File: src/pkg/pc_stack_pkg.sv
// Purpose: Shared constants and types for the program counter and stack
// Assumes: 32-bit AXI4-Lite register bus, one core step per enabled cycle
// Notes:   Register offsets are word indices; byte address is index * 4

package pc_stack_pkg;

  // ==========================================================
  // Program counter and stack geometry
  localparam int PC_W    = 15;
  localparam int BYTE_W  = 8;
  localparam int LATCH_W = 7;
  localparam int CALL_W  = 11;
  localparam int REL_W   = 9;
  localparam int DEPTH   = 16;
  localparam int ENT_W   = 4;
  localparam int IDX_W   = 5;
  localparam int PAGE_LSB = CALL_W - BYTE_W;

  localparam logic [IDX_W-1:0] IDX_EMPTY = 5'h1f;
  localparam logic [IDX_W-1:0] IDX_LAST  = 5'h0f;
  localparam logic [PC_W-1:0]  PC_RESET  = 15'h0000;
  // Interrupt vector default is arbitrary
  localparam logic [PC_W-1:0]  IRQ_VECTOR_DEF = 15'h0004;

  // ==========================================================
  // Register bus
  localparam int DATA_W  = 32;
  localparam int STRB_W  = 4;
  localparam int ADDR_W  = 14;
  localparam int REG_LSB = 2;
  localparam int REGI_W  = ADDR_W - REG_LSB;

  localparam logic [REGI_W-1:0] IDX_LEVEL    = 12'hfed;
  localparam logic [REGI_W-1:0] IDX_TOS_LOW  = 12'hfee;
  localparam logic [REGI_W-1:0] IDX_TOS_HIGH = 12'hfef;
  localparam logic [REGI_W-1:0] IDX_STATUS   = 12'hff0;
  localparam logic [REGI_W-1:0] IDX_CLEAR    = 12'hff1;
  localparam logic [REGI_W-1:0] IDX_ENABLE   = 12'hff2;

  localparam int FLAG_W  = 2;
  localparam int OVF_BIT = 0;
  localparam int UNF_BIT = 1;

  localparam logic [1:0] RESP_OKAY   = 2'h0;
  localparam logic [1:0] RESP_SLVERR = 2'h2;

  // ==========================================================
  // Core step kinds
  typedef enum logic [2:0] {
    OP_NEXT        = 3'h0,
    OP_LOW_WRITE   = 3'h1,
    OP_CALL        = 3'h2,
    OP_CALL_WORK   = 3'h3,
    OP_BRANCH_WORK = 3'h4,
    OP_BRANCH_REL  = 3'h5,
    OP_RETURN      = 3'h6,
    OP_IRQ         = 3'h7
  } step_op_e;

endpackage

File: src/pkg/stack_if.sv
// Purpose: Port bundle between the controller and the return stack array
// Assumes: One write port, one asynchronous read port
// Notes:   Write enable already carries the clock enable

`timescale 1ns/1ps

interface stack_if;
  logic                          we;
  logic [pc_stack_pkg::ENT_W-1:0] waddr;
  logic [pc_stack_pkg::PC_W-1:0]  wdata;
  logic [pc_stack_pkg::ENT_W-1:0] raddr;
  logic [pc_stack_pkg::PC_W-1:0]  rdata;

  modport ctrl (output we, waddr, wdata, raddr, input rdata);
  modport mem  (input we, waddr, wdata, raddr, output rdata);
endinterface

File: src/design/pc_sequencer.sv
// Purpose: Next program counter and push/pop decision for one core step
// Assumes: pc holds the address of the step being completed
// Notes:   Pure combinational

`timescale 1ns/1ps

module pc_sequencer (
  // Step
  input  wire pc_stack_pkg::step_op_e            op,
  input  wire logic [pc_stack_pkg::PC_W-1:0]     pc,
  input  wire logic [pc_stack_pkg::CALL_W-1:0]   call_target,
  input  wire logic [pc_stack_pkg::REL_W-1:0]    rel_offset,
  input  wire logic [pc_stack_pkg::BYTE_W-1:0]   w_value,
  input  wire logic [pc_stack_pkg::BYTE_W-1:0]   low_value,
  input  wire logic [pc_stack_pkg::LATCH_W-1:0]  pc_high_latch,
  input  wire logic [pc_stack_pkg::PC_W-1:0]     tos,
  input  wire logic [pc_stack_pkg::PC_W-1:0]     vector,
  // Result
  output logic [pc_stack_pkg::PC_W-1:0]          pc_next,
  output logic                                   push,
  output logic                                   pop,
  output logic [pc_stack_pkg::PC_W-1:0]          push_data
);
  import pc_stack_pkg::*;

  logic [PC_W-1:0] inc;

  always_comb begin
    inc       = PC_W'(pc + 1'h1);
    pc_next   = inc;
    push      = 1'h0;
    pop       = 1'h0;
    push_data = inc;
    unique case (op)
      OP_NEXT: begin
      end
      OP_LOW_WRITE: begin
        pc_next = {pc_high_latch, low_value};
      end
      OP_CALL: begin
        pc_next = {pc_high_latch[LATCH_W-1:PAGE_LSB], call_target};
        push    = 1'h1;
      end
      OP_CALL_WORK: begin
        pc_next = {pc_high_latch, w_value};
        push    = 1'h1;
      end
      OP_BRANCH_WORK: begin
        pc_next = PC_W'(inc + {{(PC_W-BYTE_W){1'h0}}, w_value});
      end
      OP_BRANCH_REL: begin
        pc_next = PC_W'(inc + {{(PC_W-REL_W){rel_offset[REL_W-1]}},
                               rel_offset});
      end
      OP_RETURN: begin
        pc_next = tos;
        pop     = 1'h1;
      end
      OP_IRQ: begin
        pc_next   = vector;
        push      = 1'h1;
        push_data = pc;
      end
    endcase
  end

endmodule // pc_sequencer

File: src/design/pc_stack_top.sv
// Purpose: Program counter sequencing and hardware return-address stack
// Assumes: Decoder offers one step per cycle while step_valid is high
// Notes:   AXI4-Lite slave reaches level index, top of stack and flags
//
// Behaviour
// - Program counter is fifteen bits; low byte is the pc_low_byte value.
// - Upper seven counter bits load whole from pc_high_latch only on pc_low_byte writes and calls via working.
// - Every reset clears the whole program counter.
// - Writing pc_low_byte loads low byte and copies latch into upper bits.
// - Call loads eleven operand bits, upper four bits from latch.
// - Call via working loads low byte from W, upper bits from latch.
// - Branch by working jumps to incremented counter plus unsigned W.
// - Relative branch adds sign-extended nine-bit offset to counter plus one.
// - Sixteen fifteen-bit stack entries, separate from program and data.
// - Calls and interrupts push; returns pop; latch never touched.
// - Without fault reset the stack wraps and overwrites oldest entries.
// - Overflow and underflow flags set whether or not reset is enabled.
// - With fault reset enabled, a fault resets and records its flag.
// - Software picks an entry by index and reads or writes it.
// - Level index is five bits to show overflow and underflow.
// - Push increments then stores; pop reads then decrements.
// - Level index points at the entry in use, except IDX_EMPTY (1f), which marks an empty stack.

`timescale 1ns/1ps

module pc_stack_top #(
  parameter logic [pc_stack_pkg::PC_W-1:0] IRQ_VECTOR =
    pc_stack_pkg::IRQ_VECTOR_DEF
) (
  // Clock, reset, enable
  input  wire logic                               aclk,
  input  wire logic                               aresetn,
  input  wire logic                               ce,
  // Core step
  input  wire logic                               step_valid,
  input  wire pc_stack_pkg::step_op_e             step_op,
  input  wire logic [pc_stack_pkg::CALL_W-1:0]    call_target,
  input  wire logic [pc_stack_pkg::REL_W-1:0]     rel_offset,
  input  wire logic [pc_stack_pkg::BYTE_W-1:0]    w_value,
  input  wire logic [pc_stack_pkg::BYTE_W-1:0]    low_value,
  input  wire logic [pc_stack_pkg::LATCH_W-1:0]   pc_high_latch,
  input  wire logic                               stack_fault_reset_enable,
  // Core results
  output logic [pc_stack_pkg::PC_W-1:0]           pc,
  output logic                                    stack_fault_reset,
  output logic                                    irq,
  // AXI4-Lite write
  input  wire logic                               awvalid,
  output logic                                    awready,
  input  wire logic [pc_stack_pkg::ADDR_W-1:0]    awaddr,
  input  wire logic                               wvalid,
  output logic                                    wready,
  input  wire logic [pc_stack_pkg::DATA_W-1:0]    wdata,
  input  wire logic [pc_stack_pkg::STRB_W-1:0]    wstrb,
  output logic                                    bvalid,
  input  wire logic                               bready,
  output logic [1:0]                              bresp,
  // AXI4-Lite read
  input  wire logic                               arvalid,
  output logic                                    arready,
  input  wire logic [pc_stack_pkg::ADDR_W-1:0]    araddr,
  output logic                                    rvalid,
  input  wire logic                               rready,
  output logic [pc_stack_pkg::DATA_W-1:0]         rdata,
  output logic [1:0]                              rresp
);
  import pc_stack_pkg::*;

  // ==========================================================
  // State
  typedef struct packed {
    logic [PC_W-1:0]   pc;
    logic [IDX_W-1:0]  idx;
    logic [FLAG_W-1:0] flags;
    logic [FLAG_W-1:0] irq_en;
    logic              irq;
    logic              fault_rst;
    logic              aw_rdy;
    logic              aw_have;
    logic [ADDR_W-1:0] aw_addr;
    logic              w_rdy;
    logic              w_have;
    logic [DATA_W-1:0] wdata;
    logic [STRB_W-1:0] wstrb;
    logic              bvalid;
    logic [1:0]        bresp;
    logic              ar_rdy;
    logic              rvalid;
    logic [DATA_W-1:0] rdata;
    logic [1:0]        rresp;
  } state_s;

  localparam state_s ST_RESET = '{
    pc: PC_RESET, idx: IDX_EMPTY, aw_rdy: 1'h1, w_rdy: 1'h1,
    ar_rdy: 1'h1, default: '0};

  state_s           st_reg;
  state_s           st_next;
  logic [PC_W-1:0]  seq_pc_next;
  logic             seq_push;
  logic             seq_pop;
  logic [PC_W-1:0]  seq_push_data;
  logic             push;
  logic             pop;
  logic             ovf_evt;
  logic             unf_evt;
  logic             fault_cut;
  logic             wr_go;
  logic             wr_lane;
  logic             sw_tos_we;
  logic [PC_W-1:0]  sw_tos_data;
  logic [IDX_W-1:0] idx_inc;

  stack_if sif ();

  return_stack u_stack (
    .aclk (aclk),
    .sif  (sif)
  );

  pc_sequencer u_seq (
    .op            (step_op),
    .pc            (st_reg.pc),
    .call_target   (call_target),
    .rel_offset    (rel_offset),
    .w_value       (w_value),
    .low_value     (low_value),
    .pc_high_latch (pc_high_latch),
    .tos           (sif.rdata),
    .vector        (IRQ_VECTOR),
    .pc_next       (seq_pc_next),
    .push          (seq_push),
    .pop           (seq_pop),
    .push_data     (seq_push_data)
  );

  // ==========================================================
  // Next state
  always_comb begin
    st_next     = st_reg;
    sw_tos_we   = 1'h0;
    sw_tos_data = sif.rdata;
    idx_inc     = IDX_W'(st_reg.idx + 1'h1);
    st_next.fault_rst = 1'h0;

    // Read channel
    if (st_reg.rvalid && rready) begin
      st_next.rvalid = 1'h0;
    end
    if (st_reg.ar_rdy && arvalid) begin
      st_next.rvalid = 1'h1;
      st_next.rresp  = RESP_OKAY;
      st_next.rdata  = '0;
      case (araddr[ADDR_W-1:REG_LSB])
        IDX_LEVEL:  st_next.rdata[IDX_W-1:0] = st_reg.idx;
        IDX_TOS_LOW:  st_next.rdata[BYTE_W-1:0] =
                      sif.rdata[BYTE_W-1:0];
        IDX_TOS_HIGH: st_next.rdata[LATCH_W-1:0] =
                      sif.rdata[PC_W-1:BYTE_W];
        IDX_STATUS: st_next.rdata[FLAG_W-1:0] = st_reg.flags;
        IDX_ENABLE: st_next.rdata[FLAG_W-1:0] = st_reg.irq_en;
        IDX_CLEAR:  st_next.rdata = '0;
        default:    st_next.rresp = RESP_SLVERR;
      endcase
    end
    st_next.ar_rdy = !st_next.rvalid;

    // Write channels
    if (st_reg.bvalid && bready) begin
      st_next.bvalid = 1'h0;
    end
    if (st_reg.aw_rdy && awvalid) begin
      st_next.aw_have = 1'h1;
      st_next.aw_addr = awaddr;
    end
    if (st_reg.w_rdy && wvalid) begin
      st_next.w_have = 1'h1;
      st_next.wdata  = wdata;
      st_next.wstrb  = wstrb;
    end
    wr_go   = st_reg.aw_have && st_reg.w_have && !st_reg.bvalid;
    wr_lane = wr_go && st_reg.wstrb[0];
    if (wr_go) begin
      st_next.aw_have = 1'h0;
      st_next.w_have  = 1'h0;
      st_next.bvalid  = 1'h1;
      st_next.bresp   = RESP_OKAY;
      case (st_reg.aw_addr[ADDR_W-1:REG_LSB])
        IDX_LEVEL: begin
          if (wr_lane) begin
            st_next.idx = st_reg.wdata[IDX_W-1:0];
          end
        end
        IDX_TOS_LOW: begin
          sw_tos_we = wr_lane;
          sw_tos_data[BYTE_W-1:0] = st_reg.wdata[BYTE_W-1:0];
        end
        IDX_TOS_HIGH: begin
          sw_tos_we = wr_lane;
          sw_tos_data[PC_W-1:BYTE_W] = st_reg.wdata[LATCH_W-1:0];
        end
        IDX_STATUS: begin
        end
        IDX_CLEAR: begin
          if (wr_lane) begin
            st_next.flags = st_reg.flags & ~st_reg.wdata[FLAG_W-1:0];
          end
        end
        IDX_ENABLE: begin
          if (wr_lane) begin
            st_next.irq_en = st_reg.wdata[FLAG_W-1:0];
          end
        end
        default: st_next.bresp = RESP_SLVERR;
      endcase
    end
    st_next.aw_rdy = !st_next.aw_have && !st_next.bvalid;
    st_next.w_rdy  = !st_next.w_have && !st_next.bvalid;

    // Core step; a push, pop or fault reset overrides a software index write in the same cycle
    push    = step_valid && seq_push;
    pop     = step_valid && seq_pop;
    ovf_evt = push && (st_reg.idx >= IDX_LAST) &&
              (st_reg.idx != IDX_EMPTY);
    unf_evt = pop && (st_reg.idx == IDX_EMPTY);
    fault_cut = (ovf_evt || unf_evt) && stack_fault_reset_enable;
    if (fault_cut) begin
      st_next.pc        = PC_RESET;
      st_next.idx       = IDX_EMPTY;
      st_next.fault_rst = 1'h1;
    end else if (step_valid) begin
      st_next.pc = seq_pc_next;
      if (push) begin
        st_next.idx = idx_inc;
      end else if (pop) begin
        st_next.idx = IDX_W'(st_reg.idx - 1'h1);
      end
    end
    // Hardware set wins over a clear in the same cycle
    st_next.flags[OVF_BIT] = st_next.flags[OVF_BIT] | ovf_evt;
    st_next.flags[UNF_BIT] = st_next.flags[UNF_BIT] | unf_evt;
    st_next.irq = |(st_next.flags & st_next.irq_en);

    // Array port: a push has priority over a software entry write
    sif.raddr = st_reg.idx[ENT_W-1:0];
    sif.we    = ce && ((push && !fault_cut) || sw_tos_we);
    sif.waddr = (push && !fault_cut) ? idx_inc[ENT_W-1:0] :
                                       st_reg.idx[ENT_W-1:0];
    sif.wdata = (push && !fault_cut) ? seq_push_data : sw_tos_data;
  end

  // ==========================================================
  // Registers
  always_ff @(posedge aclk) begin
    if (!aresetn) begin
      st_reg <= ST_RESET;
    end else if (ce) begin
      st_reg <= st_next;
    end
  end

  assign pc                = st_reg.pc;
  assign stack_fault_reset = st_reg.fault_rst;
  assign irq               = st_reg.irq;
  assign awready           = st_reg.aw_rdy;
  assign wready            = st_reg.w_rdy;
  assign bvalid            = st_reg.bvalid;
  assign bresp             = st_reg.bresp;
  assign arready           = st_reg.ar_rdy;
  assign rvalid            = st_reg.rvalid;
  assign rdata             = st_reg.rdata;
  assign rresp             = st_reg.rresp;

  logic fire;
  assign fire = ce && step_valid && !fault_cut;
endmodule // pc_stack_top

File: src/design/return_stack.sv
// Purpose: Sixteen-entry return address array, apart from all memories
// Assumes: Write enable is qualified by the caller
// Notes:   Entries are not reset; contents are unknown until written

`timescale 1ns/1ps

module return_stack (
  // Clock
  input wire logic aclk,
  // Array port
  stack_if.mem     sif
);
  import pc_stack_pkg::*;

  logic [PC_W-1:0] mem [DEPTH];

  always_ff @(posedge aclk) begin
    if (sif.we) begin
      mem[sif.waddr] <= sif.wdata;
    end
  end

  assign sif.rdata = mem[sif.raddr];

endmodule // return_stack

File: config.mk
export PLATFORM = sky130hd
export DESIGN_NAME = pc_stack_top
export DESIGN_NICKNAME = d
export VERILOG_FILES = /design/src/pkg/pc_stack_pkg.sv /design/src/pkg/stack_if.sv /design/src/design/pc_sequencer.sv /design/src/design/pc_stack_top.sv /design/src/design/return_stack.sv
export SDC_FILE = /design/constraint.sdc
export NUM_CORES = 1
export LEC_CHECK = 0
export BUFFER_PORTS_ARGS = -buffer_cell sky130_fd_sc_hd__buf_2
export CORE_MARGIN = 5
export CORE_UTILIZATION = 31
export CTS_CLUSTER_DIAMETER = 30
export CTS_CLUSTER_SIZE = 28
export DETAILED_ROUTE_END_ITERATION = 10
export HOLD_SLACK_MARGIN = 0.05
export PLACE_DENSITY = 0.48
export SYNTH_ARGS = -nofsm -noshare
export SYNTH_HDL_FRONTEND = slang
export SYNTH_SLANG_ARGS = --single-unit
export TNS_END_PERCENT = 50
File: constraint.sdc
create_clock -name aclk -period 4.12 [get_ports aclk]
set_clock_uncertainty 0.05 [all_clocks]
set_input_delay 0.412 -clock aclk [delete_from_list [all_inputs] [get_ports aclk]]
set_output_delay 0.412 -clock aclk [all_outputs]
set_load 0.01 [all_outputs]
==> impl_metrics.py, run 1 <==
metrics = {
    "run_status": {
        "status": "complete, no violations",
    },
    "final_layout": {
        "layout-area-overhead-vs-synth_pct": 28.2,
        "finish.instance_area_sq_um": 19400,
        "insertedDiodeCount": 0,
        "final_core_utilization_pct": 39.9,
        "largest_reg_flops": 240,
        "fin_nets": 1535,
        "layout_cell_share_with_drive_strength_beyond_1_pct": 28.1,
        "num-fill-cells": 4598,
    },
    "route": {
        "dr_total_vias": 10800,
        "antenna_violating_nets_post_route": 0,
        "avgViaCountPerCell": 5.18,
        "detail_route.wirelength_mm": 44.9,
        "wl_met3_mm": 2.82,
        "post_drt_wl_per_cell_microns": 21.6,
        "routed.top_layer": "met4",
        "drt_iter0_markers": 884,
        "wl_met1_mm": 19.4,
        "drc": 0,
        "drt_pass1_iterations": 7,
        "met2WireLength_mm": 21.5,
    },
    "timing": {
        "post-route-min-period_ns": 3.55,
        "min_period_over_period_pct": 86.1,
        "timing_worst_slew_pin_value_ns": 1.30,
        "final_report_setup_violation_count": 0,
        "report.final.hold_viol_count": 0,
        "timing.hold.ws_ns": 0.0747,
        "fmax_ghz": 0.282,
        "unrepaired_setup_endpoints_after_global_routing": "false",
        "setup_tns_ns": 0,
        "slew_viol_final": 0,
        "maxSlewHeadroom_pct": 13.5,
    },
    "synthesis": {
        "synth_cell_count_leaders": "sky130_fd_sc_hd__edfxtp_1 (240), sky130_fd_sc_hd__nand2_1 (124), sky130_fd_sc_hd__nor2_1 (82)",
        "postSynth.topFlopCell": "sky130_fd_sc_hd__edfxtp_1",
        "synth_edf_count": 240,
        "synthDistinctLibCells": 80,
        "synth-async-reset-ratio_pct": 0,
        "number_of_warnings_reported_in_the_yosys_synthesis_log": 0,
        "netlist_top_cells_area": "sky130_fd_sc_hd__edfxtp_1 (48%), sky130_fd_sc_hd__dfxtp_1 (9.0%), sky130_fd_sc_hd__mux4_2 (8.2%), sky130_fd_sc_hd__nand2_1 (3.1%), sky130_fd_sc_hd__buf_4 (2.6%)",
        "post-synth-top-area-fraction_pct": 47.6,
        "post_synth_instance_area_sq_um": 15200,
        "synth_sequential_area_ratio_pct": 56.5,
        "post_synth.cell_area_avg_sq_um": 12.6,
        "ff_latch_count_synth": 308,
        "synth.largest_area_cell": "sky130_fd_sc_hd__edfxtp_1",
        "synth_cells": 1204,
        "yosys.cell_count.top_type": "sky130_fd_sc_hd__edfxtp_1",
    },
    "die": {
        "coreArea_sq_um": 48600,
        "dieArea_sq_um": 53400,
        "boundaryPins": 178,
        "start_util_pct": 31.1,
        "floorplan.rows": 81,
        "fp.dieH_microns": 231,
        "die_width_microns": 231,
    },
    "cts": {
        "cts_tree": "built",
        "clk_latency_ns": 0.59,
        "root_buffer": "sky130_fd_sc_hd__clkbuf_16",
        "path_clk_slew_ns": 0.05,
        "max-clock-path-buffers": 3,
        "number_of_sinks_on_the_clock_net": 308,
        "htree_num_levels": 3,
        "cts_inserted_buffers": 78,
    },
    "setup_path": {
        "timing.setup.critical_path_class": "reg2reg",
        "required_ns": 4.28,
        "r2r-end": "u_stack.mem[0][2]",
        "reg2reg_depth": 9,
        "worstPathArrival_ns": 3.71,
        "cp_max_fo": 16,
        "cp-start-kind": "register",
        "worst_r2r_startpoint": "sif.raddr[1]",
        "timing.reg2reg.setup_slack_ns": 0.57,
        "setup.worst_path.end_class": "register",
    },
    "global_routing": {
        "grt_start_max_net_pins": 46,
        "grt_pass1_vias": 10800,
        "grt.total_usage_pct": 16.5,
        "wire_length_of_the_first_global_routing_pass_mm": 67.4,
        "antenna_found_initial": 2,
        "global_route.overflow_total": 0,
    },
    "place": {
        "io_buffer_count": 120,
        "hpwl_mm": 29.8,
        "placed_cell_area_sq_um": 16500,
        "gp_congestion": 0.883,
    },
    "hold_path": {
        "holdPathEnd": "st_reg[39]",
        "worstHoldStart": "wstrb[0]",
        "number_of_cells_traversed_by_the_worst_hold_path": 3,
        "hold_path.class": "in2reg",
    },
    "power": {
        "design_power_total_mw": 10.7,
        "power_per_cell_area_nw_per_um2": 553,
        "cellLeakagePower_nw": 7.21,
        "irDropWorstVdd_mv": 0.321,
    },
    "job": {
        "drv_cap": 0,
    },
}
repair_timing:
action | in CTS | in global routing
hold buffers | 20 | 0
endpoints found under the hold margin | 20 | 0
endpoints found under the setup margin | 0 | 0
buffers inserted | 0 | 0
resized for setup | 0 | 0
where the power goes:
| part | total (mW) | switching (mW) | internal [mW] |
|---|---|---|---|
| combinational | 0.931 | 0.574 | 0.358 |
| sequential | 3.55 | 0.0568 | 3.49 |
| clock | 6.26 | 1.95 | 4.31 |
| total | 10.7 | 2.58 | 8.16 |
stage by stage:
step                cells  setup WS [ns]
global route         2081          0.223
global placement     1915          0.627
detailed placement   1915          0.540
floorplan            1229          0.337
finish               2081          0.574
CTS                  2080          0.589
area by class of cell:
cell class / count / area, sq um / share of cell area (%)
sequential: 308 / 8570 / 44.1
timing repair buffer: 199 / 1270 / 6.53
inverter: 28 / 105 / 0.541
multi-input combinational: 779 / 5940 / 30.6
tap: 622 / 778 / 4.01
clock buffer: 89 / 2020 / 10.4
clock inverter: 56 / 739 / 3.81
metal layers:
| layer | up-vias | track usage [%] |
|---|---|---|
| li1 | 4984 | - |
| met1 | 5355 | 21.9 |
| met2 | 359 | 27.0 |
| met3 | 85 | 3.58 |
| met4 | 0 | 5.65 |
| met5 | - | 0 |
cells by family after synthesis:
kind of cell / synth area share (%)
buffers and inverters: 5.18
multiplexers: 13.4
XOR/XNOR: 2.14
other: 0.0247
AO/OA/AOI/OAI: 11.1
adder cells (fa/ha/maj): 1.78
flip-flops: 56.5
AND/OR/NAND/NOR: 9.90
placed cells by master (no fill, tap or decap), types with 11 or more instances in the layout:
master and n:
sky130_fd_sc_hd__edfxtp_1 240, sky130_fd_sc_hd__clkinv_1 11, sky130_fd_sc_hd__a211oi_1 22, sky130_fd_sc_hd__ha_1 20
sky130_fd_sc_hd__inv_1 25, sky130_fd_sc_hd__buf_4 57, sky130_fd_sc_hd__nand4_1 11, sky130_fd_sc_hd__nor3_1 18
sky130_fd_sc_hd__o21ai_0 55, sky130_fd_sc_hd__conb_1 26, sky130_fd_sc_hd__buf_2 120, sky130_fd_sc_hd__mux2i_1 30
sky130_fd_sc_hd__nor2_1 65, sky130_fd_sc_hd__clkbuf_16 79, sky130_fd_sc_hd__a22oi_1 19, sky130_fd_sc_hd__nor2_2 17
sky130_fd_sc_hd__xor2_1 12, sky130_fd_sc_hd__a31oi_1 12, sky130_fd_sc_hd__nand3_1 27, sky130_fd_sc_hd__dfxtp_1 66
sky130_fd_sc_hd__dlygate4sd3_1 20, sky130_fd_sc_hd__bufinv_16 12, sky130_fd_sc_hd__a21oi_1 67, sky130_fd_sc_hd__mux2_2 22
sky130_fd_sc_hd__clkinv_2 12, sky130_fd_sc_hd__mux4_2 55, sky130_fd_sc_hd__xnor2_1 25, sky130_fd_sc_hd__nand2_1 124
critical path: stages (launching register included):
cell and delay, ns:
sky130_fd_sc_hd__dfxtp_1 0.33, sky130_fd_sc_hd__ha_1 0.30, sky130_fd_sc_hd__inv_1 0.11, sky130_fd_sc_hd__nor2_1 0.21, sky130_fd_sc_hd__ha_1 0.27, sky130_fd_sc_hd__a211oi_1 0.12
sky130_fd_sc_hd__nor2_2 0.52, sky130_fd_sc_hd__buf_4 0.28, sky130_fd_sc_hd__a211oi_1 0.08, sky130_fd_sc_hd__a21oi_1 0.91
worst max path at each step:
stage	startpoint	end	slack [ns]	depth (start not counted)
2_1_floorplan	step_op[1]	pc[10]	0.34	14
3_3_place_gp	step_op[2]	pc[10]	0.63	13
3_5_place_dp	sif.raddr[0]	u_stack.mem[1][2]	0.54	10
4_1_cts	sif.raddr[0]	u_stack.mem[0][2]	0.59	10
5_1_grt	sif.raddr[1]	u_stack.mem[0][2]	0.22	9
6_report	sif.raddr[1]	u_stack.mem[0][2]	0.57	9
(Power assumes the default switching activity.)
==> run 2, diff against run 1 <==
--- a/config.mk
+++ b/config.mk
@@ -9,7 +9,7 @@
 export CORE_MARGIN = 5
 export CORE_UTILIZATION = 31
 export CTS_CLUSTER_DIAMETER = 30
-export CTS_CLUSTER_SIZE = 28
+export CTS_CLUSTER_SIZE = 25
 export DETAILED_ROUTE_END_ITERATION = 10
 export HOLD_SLACK_MARGIN = 0.05
 export PLACE_DENSITY = 0.48
==> constraint.sdc (replaced) <==
create_clock -name aclk -period 4.1 [get_ports aclk]
set_clock_uncertainty 0.05 [all_clocks]
set_input_delay 0.41 -clock aclk [delete_from_list [all_inputs] [get_ports aclk]]
set_output_delay 0.41 -clock aclk [all_outputs]
set_load 0.01 [all_outputs]
==> impl_metrics.py, run 2 (synthesized netlist as in run 1, its figures left out) <==
metrics = {
    "setup_path": {
        "critPathLaunch": "sif.raddr[0]",
        "cp_num_cells": 10,
        "critical_path.endpoint": "u_stack.mem[9][12]",
        "critPathMaxStageDelay_ns": 0.92,
        "timing.critical_path.slowest_stage_cell": "sky130_fd_sc_hd__nor2_2",
        "timing.setup.critical_path_class": "reg2reg",
        "reg2reg_depth": 10,
        "setup.worst_path.end_class": "register",
        "r2r-end": "u_stack.mem[9][12]",
        "cp_max_fo": 15,
        "required_ns": 4.22,
        "timing.reg2reg.setup_slack_ns": 0.52,
        "worst_r2r_startpoint": "sif.raddr[0]",
        "critPathBufInv": 1,
        "cp-start-kind": "register",
        "path_cells": "ha_1 > inv_1 > nor2_1 > ha_1 > nor2_1 > a211oi_1 > o2111ai_1 > nor3_1 > o21ai_0 > nor2_2",
        "worstPathArrival_ns": 3.70,
        "worst_path_dominant_cell_family": "simple AND/OR/NAND/NOR gates",
    },
    "power": {
        "power_frac_clock_pct": 57.1,
        "power_frac_comb_pct": 9.0,
        "irDropWorstVdd_mv": 0.267,
        "reg_power_share_pct": 34.0,
        "p_int_mw": 8.00,
        "p_sw_share_pct": 23.9,
        "power.switching_mw": 2.52,
        "cellLeakagePower_nw": 7.17,
        "design_power_total_mw": 10.5,
        "power_per_cell_area_nw_per_um2": 545,
    },
    "timing": {
        "maxSlewHeadroom_pct": 13.7,
        "setup_tns_ns": 0,
        "slew_viol_final": 0,
        "report.final.hold_viol_count": 0,
        "fmax_ghz": 0.279,
        "timing_worst_slew_pin_value_ns": 1.30,
        "post-route-min-period_ns": 3.58,
        "unrepaired_setup_endpoints_after_global_routing": "false",
        "final_report_setup_violation_count": 0,
        "min_period_over_period_pct": 87.4,
    },
    "route": {
        "drc": 0,
        "dr_total_vias": 10700,
        "detail_route.wirelength_mm": 45.6,
        "antenna_violating_nets_post_route": 0,
        "avgViaCountPerCell": 5.17,
        "drt_iter0_markers": 782,
        "drt_pass1_iterations": 5,
        "post_drt_wl_per_cell_microns": 21.9,
    },
    "cts": {
        "number_of_sinks_on_the_clock_net": 308,
        "cts_tree": "built",
        "htree_num_levels": 3,
        "max-clock-path-buffers": 3,
        "path_clk_slew_ns": 0.05,
        "cts_inserted_buffers": 74,
        "clk_latency_ns": 0.59,
        "root_buffer": "sky130_fd_sc_hd__clkbuf_16",
    },
    "global_routing": {
        "grt_pass1_vias": 11100,
        "wire_length_of_the_first_global_routing_pass_mm": 68.4,
        "antenna_found_initial": 1,
        "grt_start_max_net_pins": 46,
        "global_route.overflow_total": 0,
        "grt.total_usage_pct": 16.8,
    },
    "hold_path": {
        "hold_path.class": "in2reg",
    },
    "die": {
        "coreArea_sq_um": 48600,
        "floorplan.rows": 81,
        "boundaryPins": 178,
        "dieArea_sq_um": 53400,
        "fp.dieH_microns": 231,
        "start_util_pct": 31.1,
        "die_width_microns": 231,
    },
    "final_layout": {
        "layout_common_cells": "sky130_fd_sc_hd__edfxtp_1 (240), sky130_fd_sc_hd__nand2_1 (124), sky130_fd_sc_hd__buf_2 (120), sky130_fd_sc_hd__clkbuf_16 (75), sky130_fd_sc_hd__a21oi_1 (67)",
        "largest_reg_flops": 240,
        "num-fill-cells": 4626,
        "layout_cell_share_with_drive_strength_beyond_1_pct": 27.9,
        "layout-area-overhead-vs-synth_pct": 27.4,
        "final_common_cell": "sky130_fd_sc_hd__edfxtp_1",
        "fin_nets": 1534,
    },
    "place": {
        "hpwl_mm": 30.4,
        "io_buffer_count": 120,
        "gp_congestion": 0.896,
    },
    "run_status": {
        "status": "complete, no violations",
    },
    "job": {
        "drv_cap": 0,
    },
}
run 2: power groups by stage:
stage,sequential [mW],clock [mW],combinational (mW)
2_1_floorplan,3.59,0,0.614
3_3_place_gp,3.62,0,0.912
3_5_place_dp,3.63,0,0.926
4_1_cts,3.57,6.11,0.945
5_1_grt,3.57,6.27,1.02
6_report,3.57,6.00,0.941
run 2: what timing repair did:
item / CTS / global route
setup buffers: 0 / 0
hold endpoints to repair: 21 / 0
hold buffers: 21 / 0
resized for setup: 0 / 0
run 2: how the worst min path moves through the flow:
stage | startpoint | to | slack (ns) | cells after the start
3_3_place_gp | st_reg[90] | st_reg[90] | 0.39 | 2
3_5_place_dp | st_reg[90] | st_reg[90] | 0.40 | 2
2_1_floorplan | st_reg[89] | st_reg[89] | 0.38 | 2
4_1_cts | awaddr[3] | st_reg[80] | 0.07 | 3
6_report | awaddr[3] | st_reg[80] | 0.09 | 3
5_1_grt | awaddr[3] | st_reg[80] | 0.07 | 3
run 2: routing by layer:
| metal | GRT usage [%] | wire, microns | up-vias |
|---|---|---|---|
| li1 | - | - | 4965 |
| met1 | 22.1 | 20000 | 5402 |
| met2 | 28.0 | 22100 | 310 |
| met3 | 3.28 | 2270 | 71 |
| met4 | 5.55 | 1160 | 0 |
| met5 | 0 | 0 | - |
run 2: stage by stage:
step | std cells | hold WS [ns] | setup WS, ns | util, % | instance area, sq um
after floorplan | 1229 | 0.382 | 0.319 | - | 15200
after global placement | 1918 | 0.395 | 0.559 | 33.9 | 16500
after detailed placement | 1918 | 0.397 | 0.548 | 33.9 | 16500
after CTS | 2076 | 0.0651 | 0.488 | 39.7 | 19300
after global routing | 2076 | 0.0735 | 0.245 | 39.7 | 19300
final | 2077 | 0.0860 | 0.517 | 39.7 | 19300
run 2: layout make-up:
type                       instances  area (sq um)  share of cell area, %
sequential                       308          8570                   44.4
inverter                          28           105                  0.544
multi-input combinational        779          5940                   30.7
clock buffer                      90          2000                   10.4
timing repair buffer             202          1310                   6.77
clock inverter                    47           603                   3.12
antenna                            1          2.50                 0.0130
tap                              622           778                   4.03
run 2: worst register-to-register path, cell delays in order, from the launching register on:
cell                        delay [ns]
sky130_fd_sc_hd__dfxtp_1          0.33
sky130_fd_sc_hd__ha_1             0.18
sky130_fd_sc_hd__inv_1            0.07
sky130_fd_sc_hd__nor2_1           0.23
sky130_fd_sc_hd__ha_1             0.20
sky130_fd_sc_hd__nor2_1           0.07
sky130_fd_sc_hd__a211oi_1         0.44
sky130_fd_sc_hd__o2111ai_1        0.29
sky130_fd_sc_hd__nor3_1           0.20
sky130_fd_sc_hd__o21ai_0          0.18
sky130_fd_sc_hd__nor2_2           0.92
